==> src/unef_pkg.sv <==
// Package: register map, field layout and timing constants for the USB node event flags block
package unef_pkg;

  localparam int unsigned CLK_HZ = 25000000;

  // Byte addresses on the register bus
  localparam logic [7:0] MISC_EVENT_ADDR  = 8'h00;
  localparam logic [7:0] MISC_MASK_ADDR   = 8'h04;
  localparam logic [7:0] TX_EVENT_ADDR    = 8'h08;
  localparam logic [7:0] TX_MASK_ADDR     = 8'h0C;
  localparam logic [7:0] RX_EVENT_ADDR    = 8'h10;
  localparam logic [7:0] RX_MASK_ADDR     = 8'h14;
  localparam logic [7:0] NAK_EVENT_ADDR   = 8'h18;
  localparam logic [7:0] NAK_MASK_ADDR    = 8'h1C;
  localparam logic [7:0] MAIN_EVENT_ADDR  = 8'h20;
  localparam logic [7:0] MAIN_MASK_ADDR   = 8'h24;
  localparam logic [7:0] NODE_STATE_ADDR  = 8'h28;
  localparam logic [7:0] TX_STATUS_ADDR   = 8'h30;
  localparam logic [7:0] RX_STATUS_ADDR   = 8'h40;
  localparam int unsigned ADDR_LSB = 2;

  // Miscellaneous event bit positions
  localparam int unsigned MISC_WAKE   = 1;
  localparam int unsigned MISC_DMA    = 2;
  localparam int unsigned MISC_EOP    = 3;
  localparam int unsigned MISC_SHORT  = 4;
  localparam int unsigned MISC_LONG   = 5;
  localparam int unsigned MISC_RESET  = 6;
  localparam int unsigned MISC_RESUME = 7;
  // Bits cleared by reading the miscellaneous event register
  localparam logic [7:0] MISC_COR_MASK = 8'hF8;

  // Main event bit positions
  localparam int unsigned MAIN_WARN = 0;
  localparam int unsigned MAIN_MISC = 1;
  localparam int unsigned MAIN_TX   = 2;
  localparam int unsigned MAIN_SOF  = 3;
  localparam int unsigned MAIN_NAK  = 4;
  localparam int unsigned MAIN_LOCK = 5;
  localparam int unsigned MAIN_RX   = 6;
  localparam int unsigned MAIN_MIE  = 7;

  localparam int unsigned NUM_EP  = 4;
  localparam int unsigned HI_BASE = 4;

  localparam logic [1:0] NODE_RESET   = 2'h0;
  localparam logic [1:0] NODE_SUSPEND = 2'h3;

  localparam logic [7:0] BYTE_ZERO = 8'h00;
  localparam logic [1:0] RESP_OKAY   = 2'h0;
  localparam logic [1:0] RESP_SLVERR = 2'h2;

  // Idle and reset detection times
  localparam int unsigned SHORT_IDLE_US  = 3000;
  localparam int unsigned LONG_IDLE_US   = 5000;
  localparam int unsigned SE0_RESET_NS   = 2500;
  localparam int unsigned SHORT_IDLE_CYC = SHORT_IDLE_US * (CLK_HZ / 1000000);
  localparam int unsigned LONG_IDLE_CYC  = LONG_IDLE_US * (CLK_HZ / 1000000);
  localparam int unsigned SE0_RESET_CYC  = (SE0_RESET_NS * (CLK_HZ / 1000000) + 999) / 1000;
  localparam int unsigned TMR_W = 17;

endpackage

==> src/unef_idle_timer.sv <==
// Bus line-state timers: idle and single-ended-zero duration detection
`timescale 1ns/1ps
module unef_idle_timer
  import unef_pkg::*;
#(
  parameter int unsigned SHORT_CYC = SHORT_IDLE_CYC,
  parameter int unsigned LONG_CYC  = LONG_IDLE_CYC
) (
  input  wire logic mclk_i,
  input  wire logic rst_i,
  input  wire logic idle_i,
  input  wire logic se0_i,
  output logic      short_o,
  output logic      long_o,
  output logic      se0_o
);

  logic [TMR_W-1:0] idle_cnt_q;
  logic [7:0]       se0_cnt_q;

  // Saturating counter; pulses fire exactly once per idle stretch
  always_ff @(posedge mclk_i or posedge rst_i) begin
    if (rst_i) begin
      idle_cnt_q <= '0;
    end else if (!idle_i) begin
      idle_cnt_q <= '0;
    end else if (idle_cnt_q < TMR_W'(LONG_CYC)) begin
      idle_cnt_q <= idle_cnt_q + 1'b1;
    end
  end

  always_ff @(posedge mclk_i or posedge rst_i) begin
    if (rst_i) begin
      se0_cnt_q <= '0;
    end else if (!se0_i) begin
      se0_cnt_q <= '0;
    end else if (se0_cnt_q < 8'(SE0_RESET_CYC)) begin
      se0_cnt_q <= se0_cnt_q + 1'b1;
    end
  end

  assign short_o = idle_i && (idle_cnt_q == TMR_W'(SHORT_CYC - 1));
  assign long_o  = idle_i && (idle_cnt_q == TMR_W'(LONG_CYC - 1));
  assign se0_o   = se0_i && (se0_cnt_q == 8'(SE0_RESET_CYC - 1));

endmodule

==> src/unef_top.sv <==
// Event flag capture, masking and summary logic with an AXI4-Lite register slave
//
// Added by the designer: the register offsets and the AXI4-Lite register port.
`timescale 1ns/1ps
// Behaviour
// Wake flag follows pending wake bits; clears only when those clear.
// DMA flag is set while any unmasked DMA event bit is set.
// End-of-packet flag sets on valid EOP; cleared by event read.
// Short idle flag sets after 3 ms idle; cleared by read.
// Long idle flag sets after 5 ms idle; cleared by read.
// Bus-reset flag sets after 2.5 us of SE0; cleared by read.
// Firmware holds node in reset at least 100 us after bus reset.
// In suspend, non-idle bus activity sets resume flag; cleared by read.
// Firmware alone enters suspend or resume by writing node state.
// Miscellaneous mask bits gate events to miscellaneous summary; reset zero.
// Transmit-done bits mirror per-endpoint completion; cleared by status read.
// Underrun bits set on FIFO underflow; cleared by status read.
// Endpoint 0 underrun bit always reads zero.
// Transmit mask bits gate transmit summary; reset zero.
// Receive-done bits set on error or last byte; status read clears.
// Endpoint 0 receive-done reflects only good packet completion.
// Firmware checks receive error status on streaming endpoints.
// Overrun bits set on receive FIFO overrun; cleared by event read.
// Receive mask bits gate receive summary; reset zero.
// IN NAK bits set for enabled address and endpoint; read clears.
// OUT NAK bits set likewise, except overrun-caused NAKs; read clears.
// NAK mask bits gate NAK summary; reset zero.
// Miscellaneous summary sets on unmasked event; cleared by event read.
// NAK summary clears when NAK event register is read.
// Main mask bit 7 is master enable gating the interrupt output.
// Event capture ignores masks; masks only gate summaries.
module unef_top
  import unef_pkg::*;
#(
  parameter int unsigned SHORT_CYC = SHORT_IDLE_CYC,
  parameter int unsigned LONG_CYC  = LONG_IDLE_CYC
) (
  input  wire logic        mclk_i,
  input  wire logic        rst_i,
  input  wire logic [7:0]  s_axi_awaddr,
  input  wire logic        s_axi_awvalid,
  output logic             s_axi_awready,
  input  wire logic [31:0] s_axi_wdata,
  input  wire logic [3:0]  s_axi_wstrb,
  input  wire logic        s_axi_wvalid,
  output logic             s_axi_wready,
  output logic [1:0]       s_axi_bresp,
  output logic             s_axi_bvalid,
  input  wire logic        s_axi_bready,
  input  wire logic [7:0]  s_axi_araddr,
  input  wire logic        s_axi_arvalid,
  output logic             s_axi_arready,
  output logic [31:0]      s_axi_rdata,
  output logic [1:0]       s_axi_rresp,
  output logic             s_axi_rvalid,
  input  wire logic        s_axi_rready,
  input  wire logic        bus_idle_i,
  input  wire logic        bus_se0_i,
  input  wire logic        eop_valid_i,
  input  wire logic        pending_wake_cpu_i,
  input  wire logic        pending_wake_bus_i,
  input  wire logic [7:0]  dma_event_reg_i,
  input  wire logic [7:0]  dma_event_mask_i,
  input  wire logic [3:0]  tx_done_i,
  input  wire logic [3:0]  tx_underflow_i,
  input  wire logic [3:0]  rx_last_i,
  input  wire logic [3:0]  rx_err_i,
  input  wire logic [3:0]  rx_overrun_i,
  input  wire logic [3:0]  nak_in_i,
  input  wire logic [3:0]  nak_out_i,
  input  wire logic [3:0]  nak_out_overrun_i,
  input  wire logic        address_enable_i,
  input  wire logic [3:0]  endpoint_enable_i,
  input  wire logic [2:0]  other_main_events_i,
  output logic [1:0]       node_state_o,
  output logic             interrupt_pin_o
);

  // Bus pins are asynchronous to mclk
  logic [1:0] idle_sync_q;
  logic [1:0] se0_sync_q;
  always_ff @(posedge mclk_i or posedge rst_i) begin
    if (rst_i) begin
      idle_sync_q <= 2'h0;
      se0_sync_q  <= 2'h0;
    end else begin
      idle_sync_q <= {idle_sync_q[0], bus_idle_i};
      se0_sync_q  <= {se0_sync_q[0], bus_se0_i};
    end
  end
  logic idle_s;
  logic se0_s;
  assign idle_s = idle_sync_q[1];
  assign se0_s  = se0_sync_q[1];
  logic short_p;
  logic long_p;
  logic se0_p;
  unef_idle_timer #(
    .SHORT_CYC (SHORT_CYC),
    .LONG_CYC  (LONG_CYC)
  ) u_timer (
    .mclk_i  (mclk_i),
    .rst_i   (rst_i),
    .idle_i  (idle_s),
    .se0_i   (se0_s),
    .short_o (short_p),
    .long_o  (long_p),
    .se0_o   (se0_p)
  );
  logic        aw_held_q;
  logic [7:0]  aw_addr_q;
  logic        w_held_q;
  logic [31:0] w_data_q;
  logic [3:0]  w_strb_q;
  logic        bvalid_q;
  logic [1:0]  bresp_q;
  logic        rvalid_q;
  logic [31:0] rdata_q;
  logic [1:0]  rresp_q;
  logic        wr_go;
  logic        rd_go;

  assign s_axi_awready = !aw_held_q && !bvalid_q;
  assign s_axi_wready  = !w_held_q && !bvalid_q;
  assign s_axi_arready = !rvalid_q;
  assign s_axi_bvalid  = bvalid_q;
  assign s_axi_bresp   = bresp_q;
  assign s_axi_rvalid  = rvalid_q;
  assign s_axi_rdata   = rdata_q;
  assign s_axi_rresp   = rresp_q;
  assign wr_go = aw_held_q && w_held_q;
  assign rd_go = s_axi_arvalid && !rvalid_q;
  always_ff @(posedge mclk_i or posedge rst_i) begin
    if (rst_i) begin
      aw_held_q <= 1'b0;
      aw_addr_q <= BYTE_ZERO;
    end else if (s_axi_awvalid && s_axi_awready) begin
      aw_held_q <= 1'b1;
      aw_addr_q <= s_axi_awaddr;
    end else if (wr_go) begin
      aw_held_q <= 1'b0;
    end
  end

  always_ff @(posedge mclk_i or posedge rst_i) begin
    if (rst_i) begin
      w_held_q <= 1'b0;
      w_data_q <= '0;
      w_strb_q <= 4'h0;
    end else if (s_axi_wvalid && s_axi_wready) begin
      w_held_q <= 1'b1;
      w_data_q <= s_axi_wdata;
      w_strb_q <= s_axi_wstrb;
    end else if (wr_go) begin
      w_held_q <= 1'b0;
    end
  end

  // Register word decode, offsets aligned to 32-bit words
  logic [7:0] wa;
  logic [7:0] ra;
  assign wa = {aw_addr_q[7:ADDR_LSB], 2'h0};
  assign ra = {s_axi_araddr[7:ADDR_LSB], 2'h0};
  logic wr_ok;
  always_comb begin
    case (wa)
      MISC_MASK_ADDR, TX_MASK_ADDR, RX_MASK_ADDR, NAK_MASK_ADDR,
      MAIN_MASK_ADDR, NODE_STATE_ADDR:
        wr_ok = 1'b1;
      default:
        wr_ok = 1'b0;
    endcase
  end
  logic wr_lane;
  assign wr_lane = wr_go && wr_ok && w_strb_q[0];
  always_ff @(posedge mclk_i or posedge rst_i) begin
    if (rst_i) begin
      bvalid_q <= 1'b0;
      bresp_q  <= RESP_OKAY;
    end else if (wr_go) begin
      bvalid_q <= 1'b1;
      bresp_q  <= wr_ok ? RESP_OKAY : RESP_SLVERR;
    end else if (s_axi_bready) begin
      bvalid_q <= 1'b0;
    end
  end
  logic [7:0] misc_mask_q;
  logic [7:0] tx_mask_q;
  logic [7:0] rx_mask_q;
  logic [7:0] nak_mask_q;
  logic [7:0] main_mask_q;
  logic [1:0] node_state_q;

  always_ff @(posedge mclk_i or posedge rst_i) begin
    if (rst_i) begin
      misc_mask_q  <= BYTE_ZERO;
      tx_mask_q    <= BYTE_ZERO;
      rx_mask_q    <= BYTE_ZERO;
      nak_mask_q   <= BYTE_ZERO;
      main_mask_q  <= BYTE_ZERO;
      node_state_q <= NODE_RESET;
    end else if (wr_lane) begin
      case (wa)
        MISC_MASK_ADDR:  misc_mask_q  <= w_data_q[7:0];
        TX_MASK_ADDR:    tx_mask_q    <= w_data_q[7:0];
        RX_MASK_ADDR:    rx_mask_q    <= w_data_q[7:0];
        NAK_MASK_ADDR:   nak_mask_q   <= w_data_q[7:0];
        MAIN_MASK_ADDR:  main_mask_q  <= w_data_q[7:0];
        NODE_STATE_ADDR: node_state_q <= w_data_q[1:0];
        default:         node_state_q <= node_state_q;
      endcase
    end
  end
  assign node_state_o = node_state_q;

  // Read strobes used as clear-on-read side effects
  logic rd_misc;
  logic rd_rx;
  logic rd_nak;
  logic [3:0] rd_txs;
  logic [3:0] rd_rxs;
  assign rd_misc = rd_go && (ra == MISC_EVENT_ADDR);
  assign rd_rx   = rd_go && (ra == RX_EVENT_ADDR);
  assign rd_nak  = rd_go && (ra == NAK_EVENT_ADDR);
  logic [7:0] misc_q;
  logic [7:0] misc_set;
  logic [7:0] misc_view;
  logic       resume_p;
  assign resume_p = (node_state_q == NODE_SUSPEND) && !idle_s;
  always_comb begin
    misc_set = BYTE_ZERO;
    misc_set[MISC_EOP]    = eop_valid_i;
    misc_set[MISC_SHORT]  = short_p;
    misc_set[MISC_LONG]   = long_p;
    misc_set[MISC_RESET]  = se0_p;
    misc_set[MISC_RESUME] = resume_p;
  end

  // Set wins over the clearing read in the same cycle
  always_ff @(posedge mclk_i or posedge rst_i) begin
    if (rst_i) begin
      misc_q <= BYTE_ZERO;
    end else begin
      misc_q <= ((misc_q & ~(rd_misc ? MISC_COR_MASK : BYTE_ZERO)) | misc_set) & MISC_COR_MASK;
    end
  end

  // Wake and DMA flags are live levels, no storage of their own
  always_comb begin
    misc_view = misc_q;
    misc_view[MISC_WAKE] = pending_wake_cpu_i || pending_wake_bus_i;
    misc_view[MISC_DMA]  = |(dma_event_reg_i & dma_event_mask_i);
  end
  logic [7:0] tx_q;
  logic [7:0] rx_q;
  logic [7:0] nak_q;

  genvar ep;
  generate
    for (ep = 0; ep < NUM_EP; ep++) begin : g_ep
      assign rd_txs[ep] = rd_go && (ra == TX_STATUS_ADDR + 8'(ep * 4));
      assign rd_rxs[ep] = rd_go && (ra == RX_STATUS_ADDR + 8'(ep * 4));
      always_ff @(posedge mclk_i or posedge rst_i) begin
        if (rst_i) begin
          tx_q[ep]         <= 1'b0;
          tx_q[HI_BASE+ep] <= 1'b0;
          rx_q[ep]         <= 1'b0;
          rx_q[HI_BASE+ep] <= 1'b0;
          nak_q[ep]         <= 1'b0;
          nak_q[HI_BASE+ep] <= 1'b0;
        end else begin
          tx_q[ep] <= tx_done_i[ep] || (tx_q[ep] && !rd_txs[ep]);
          if (ep == 0) begin
            tx_q[HI_BASE+ep] <= 1'b0;
          end else begin
            tx_q[HI_BASE+ep] <= tx_underflow_i[ep] || (tx_q[HI_BASE+ep] && !rd_txs[ep]);
          end
          if (ep == 0) begin
            rx_q[ep] <= rx_last_i[ep] || (rx_q[ep] && !rd_rxs[ep]);
          end else begin
            rx_q[ep] <= rx_last_i[ep] || rx_err_i[ep] || (rx_q[ep] && !rd_rxs[ep]);
          end
          rx_q[HI_BASE+ep] <= rx_overrun_i[ep] || (rx_q[HI_BASE+ep] && !rd_rx);
          nak_q[ep] <= (nak_in_i[ep] && address_enable_i && endpoint_enable_i[ep])
                       || (nak_q[ep] && !rd_nak);
          nak_q[HI_BASE+ep] <= (nak_out_i[ep] && !nak_out_overrun_i[ep] && address_enable_i
                                && endpoint_enable_i[ep]) || (nak_q[HI_BASE+ep] && !rd_nak);
        end
      end
    end
  endgenerate
  logic misc_sum_q;
  logic nak_sum_q;
  logic tx_sum;
  logic rx_sum;
  logic [7:0] main_ev;

  // Miscellaneous summary keeps set priority over its clearing read; a NAK event read clears the NAK summary even when it sets
  always_ff @(posedge mclk_i or posedge rst_i) begin
    if (rst_i) begin
      misc_sum_q <= 1'b0;
      nak_sum_q  <= 1'b0;
    end else begin
      misc_sum_q <= |(misc_set & misc_mask_q) || (misc_sum_q && !rd_misc);
      nak_sum_q  <= (|(nak_q & nak_mask_q) || nak_sum_q) && !rd_nak;
    end
  end

  // Transmit and receive summaries follow their flags directly
  assign tx_sum = |(tx_q & tx_mask_q);
  assign rx_sum = |(rx_q & rx_mask_q);
  always_comb begin
    main_ev = BYTE_ZERO;
    main_ev[MAIN_WARN] = other_main_events_i[0];
    main_ev[MAIN_MISC] = misc_sum_q || |(misc_view & misc_mask_q & ~MISC_COR_MASK);
    main_ev[MAIN_TX]   = tx_sum;
    main_ev[MAIN_SOF]  = other_main_events_i[1];
    main_ev[MAIN_NAK]  = nak_sum_q;
    main_ev[MAIN_LOCK] = other_main_events_i[2];
    main_ev[MAIN_RX]   = rx_sum;
  end

  always_ff @(posedge mclk_i or posedge rst_i) begin
    if (rst_i) begin
      interrupt_pin_o <= 1'b0;
    end else begin
      interrupt_pin_o <= main_mask_q[MAIN_MIE] && |(main_ev & main_mask_q);
    end
  end
  logic [7:0] rd_byte;
  logic       rd_ok;
  always_comb begin
    rd_ok   = 1'b1;
    rd_byte = BYTE_ZERO;
    case (ra)
      MISC_EVENT_ADDR: rd_byte = misc_view;
      MISC_MASK_ADDR:  rd_byte = misc_mask_q;
      TX_EVENT_ADDR:   rd_byte = tx_q;
      TX_MASK_ADDR:    rd_byte = tx_mask_q;
      RX_EVENT_ADDR:   rd_byte = rx_q;
      RX_MASK_ADDR:    rd_byte = rx_mask_q;
      NAK_EVENT_ADDR:  rd_byte = nak_q;
      NAK_MASK_ADDR:   rd_byte = nak_mask_q;
      MAIN_EVENT_ADDR: rd_byte = main_ev;
      MAIN_MASK_ADDR:  rd_byte = main_mask_q;
      NODE_STATE_ADDR: rd_byte = {6'h00, node_state_q};
      default: begin
        rd_ok = (|rd_txs) || (|rd_rxs);
        rd_byte = BYTE_ZERO;
      end
    endcase
  end

  always_ff @(posedge mclk_i or posedge rst_i) begin
    if (rst_i) begin
      rvalid_q <= 1'b0;
      rdata_q  <= '0;
      rresp_q  <= RESP_OKAY;
    end else if (rd_go) begin
      rvalid_q <= 1'b1;
      rdata_q  <= {24'h000000, rd_byte};
      rresp_q  <= rd_ok ? RESP_OKAY : RESP_SLVERR;
    end else if (s_axi_rready) begin
      rvalid_q <= 1'b0;
    end
  end

endmodule

==> config.mk <==
export PLATFORM = sky130hd
export DESIGN_NAME = unef_top
export DESIGN_NICKNAME = d
export VERILOG_FILES = /design/src/unef_pkg.sv /design/src/unef_idle_timer.sv /design/src/unef_top.sv
export SDC_FILE = /design/constraint.sdc
export NUM_CORES = 1
export LEC_CHECK = 0
export BUFFER_PORTS_ARGS = -buffer_cell sky130_fd_sc_hd__buf_2
export CAP_MARGIN = 10
export CORE_MARGIN = 2
export CORE_UTILIZATION = 48
export DETAILED_ROUTE_END_ITERATION = 8
export GPL_ROUTABILITY_DRIVEN = 0
export PLACE_DENSITY = 0.76
export SLEW_MARGIN = 30
export SYNTH_ARGS = -nofsm -noshare
export SYNTH_HDL_FRONTEND = slang
export SYNTH_HIERARCHICAL = 1
export SYNTH_SLANG_ARGS = --single-unit
==> constraint.sdc <==
create_clock -name mclk_i -period 3.7 [get_ports mclk_i]
set_clock_uncertainty 0.15 [all_clocks]
set_input_delay 0.74 -clock mclk_i [delete_from_list [all_inputs] [get_ports mclk_i]]
set_output_delay 0.74 -clock mclk_i [all_outputs]
set_load 0.02 [all_outputs]
==> results.json <==
{
  "tns_ns": 0,
  "synth_seq_cells": 131,
  "netlist_instances": 569,
  "grt_pass1_vias": 5169,
  "max-vdd-ir-drop_v": 0.000443,
  "required_ns": 3.92,
  "num_vias": 5237,
  "viasPerCell": 6.08,
  "worst_pin_slew_ns": 0.844,
  "finalCriticalPeriod_ns": 2.35,
  "drive_above_1_share_pct": 32.9,
  "clock-sinks": 131,
  "critical-path-max-stage-delay_ns": 0.55,
  "yosysUniqueCellTypes": 70,
  "detail_route.drc_violations": 0,
  "yosysWarningCount": 6,
  "synth_edf_count": 0,
  "grt.overflow.total": 0,
  "layout_common_cells": "dfrtp_1 (131), buf_2 (104), mux2_2 (62)",
  "critical-path-top-delay-family": "simple AND/OR/NAND/NOR gates",
  "min_path_type": "reg -> reg",
  "cp.arrival_ns": 2.57,
  "critPathMaxFanout": 21,
  "rows": 42,
  "die_h_um": 121,
  "yosys_most_used_dff": "dfrtp_1",
  "grt_usage_pct": 23.8,
  "synth_area_um2": 6580,
  "crit_buf_inv": 1,
  "dr.first_iter.drc_count": 429,
  "io_buffers": 104,
  "finalHoldViolations": 0,
  "grt_max_degree": 66,
  "cts_buffer_depth": 2,
  "start_kind": "primary input",
  "async_flop_share_pct": 100,
  "final-max-slew-violation-count": 0,
  "start_util_pct": 49.5,
  "finalSetupViolCount": 0,
  "dp_slack_ns": 0.987,
  "finalCritPeriodShare_pct": 63.5,
  "numCtsBuffers": 17,
  "yosysSeqAreaShare_pct": 49.8,
  "routed_wl_um": 16600,
  "outcome": "finished clean",
  "die_w_um": 121,
  "area_delta_synth_final_pct": 18.1,
  "maxCapViolCount": 0,
  "grt_pass1_wl_um": 26900,
  "grt_setup_unrepaired": "no",
  "clk_pin_slew_ns": 0.06,
  "ioPinCount": 164,
  "cp-end-kind": "flop",
  "fmax_ghz": 0.426,
  "final_common_cell": "dfrtp_1",
  "cts_setup_buffers": 0,
  "critPathKind": "in -> reg",
  "relSlewSlack_pct": 43.8,
  "post_cts_resize_count": 0,
  "setup_ws_ns": 1.35,
  "drt-wirelength-per-cell_um": 19.2,
  "cellLeakagePower_uw": 0.00358,
  "htree_levels": 4,
  "cp_cell_sequence": "buf_2 > nor2b_1 > and3_1 > a22oi_1 > a21oi_1 > a21o_1",
  "syn_avg_cell_area_um2": 11.6,
  "dr.pass1.iters": 6,
  "ant_nets": 0,
  "place.detailed.hpwl_um": 11900,
  "tritoncts": "done",
  "p_per_area_nw_per_um2": 576,
  "antenna_found_initial": 0,
  "antenna_cells": 0,
  "clk_latency_ns": 0.43,
  "dieArea_um2": 14700,
  "core_um2": 13300,
  "fill_cells": 1076,
  "finish.net_count": 796,
  "root_buffer": "clkbuf_16",
  "ctsHoldBuffers": 0,
  "crit_path_top_delay_cell": "nor2b_1"
}
==> cell type report <==
class | instances | area [um2] | share of cell area, %
sequential | 131 | 3280 | 42.2
multi-input combinational | 403 | 3040 | 39.1
timing repair buffer | 108 | 551 | 7.09
clock buffer | 18 | 429 | 5.53
tap | 176 | 220 | 2.84
clock inverter | 14 | 201 | 2.59
inverter | 12 | 47.5 | 0.612
==> worst paths after layout <==
check,startpoint,slack (ns),cells after the start,end
worst max register to register,aw_addr_q[7],1.44,4,rx_mask_q[1]
worst min-delay path,idle_sync_q[0],0.20,0,idle_sync_q[1]
worst min register to register,idle_sync_q[0],0.20,0,idle_sync_q[1]
min in group asynchronous,rst_i,0.24,2,u_timer/idle_cnt_q[0]
worst max-delay path,s_axi_araddr[2],1.35,6,s_axi_rdata[6]
max in group asynchronous,rst_i,2.20,3,rx_q[5]
==> stage by stage <==
step	util (%)	instance area [um2]	cells	hold WS [ns]	power, uW
detailed placement	53.7	7140	830	0.187	2680
global route	58.4	7770	862	0.206	4670
global placement	53.6	7130	830	0.186	2630
CTS	58.4	7770	862	0.198	4490
finish	58.4	7770	862	0.196	4470
floorplan	-	6670	594	0.181	2400
==> state kept, by name, indices dropped and copies added, names as in the netlist, 7 cells and up <==
| name | flops |
|---|---|
| nak_mask_q | 8 |
| rx_mask_q | 8 |
| w_data_q | 8 |
| main_mask_q | 8 |
| u_timer/idle_cnt_q | 17 |
| rx_q | 8 |
| nak_q | 8 |
| misc_mask_q | 8 |
| tx_q | 7 |
| tx_mask_q | 8 |
| u_timer/se0_cnt_q | 8 |
| s_axi_rdata | 8 |
==> power breakdown <==
group          leakage, uW  internal, uW  total [uW]  switching, uW
logic              0.00165           359         719            360
clock network     0.000302          1140        1800            659
registers          0.00163          1650        1960            309
total              0.00358          3140        4470           1330
==> logic make-up after synthesis <==
logic type	Yosys count	synth area share, %
other	1	0.0570
and+or+nand+nor	165	14.7
AOI/OAI and AO/OA	124	13.6
buffers and inverters	60	5.65
muxes	80	15.0
DFF	131	49.8
xor gates and xnor gates	5	0.666
adders and majority gates	3	0.571
==> synthesized netlist by cell type, drive strengths merged (3+ instances only) <==
master | number | area share (%)
nand4b | 5 | 0.67
buf | 38 | 4.4
nor3b | 3 | 0.34
a31oi | 6 | 0.57
a22o | 6 | 0.80
mux4 | 8 | 2.9
a21oi | 18 | 1.4
and4 | 5 | 0.70
ha | 3 | 0.57
nand2b | 5 | 0.48
xor2 | 3 | 0.40
clkbuf | 10 | 0.57
nor2b | 4 | 0.38
and2 | 9 | 0.86
a222oi | 3 | 0.46
dfrtp | 131 | 50
nor2 | 20 | 1.1
nand3 | 18 | 1.7
nand4 | 10 | 1.2
or3 | 6 | 0.57
mux2i | 10 | 1.5
o21ai | 19 | 1.4
inv | 12 | 0.68
nor4b | 5 | 1.1
a211o | 3 | 0.40
nor3 | 7 | 0.61
o31ai | 4 | 0.67
a32o | 4 | 0.61
and3 | 6 | 0.59
or4 | 3 | 0.34
a22oi | 22 | 2.5
nor4 | 3 | 0.29
nand2 | 49 | 2.8
a21o | 19 | 2.2
a221oi | 4 | 0.53
mux2 | 62 | 11
==> metal layers <==
metal  track usage, %  vias up  routed length (um)
li1                 -     2296                   -
met5                0        -                   0
met4             8.87        0                 420
met3             6.86       50                1600
met2             37.4      299                7700
met1             31.4     2592                6860
(Power assumes the default switching activity.)
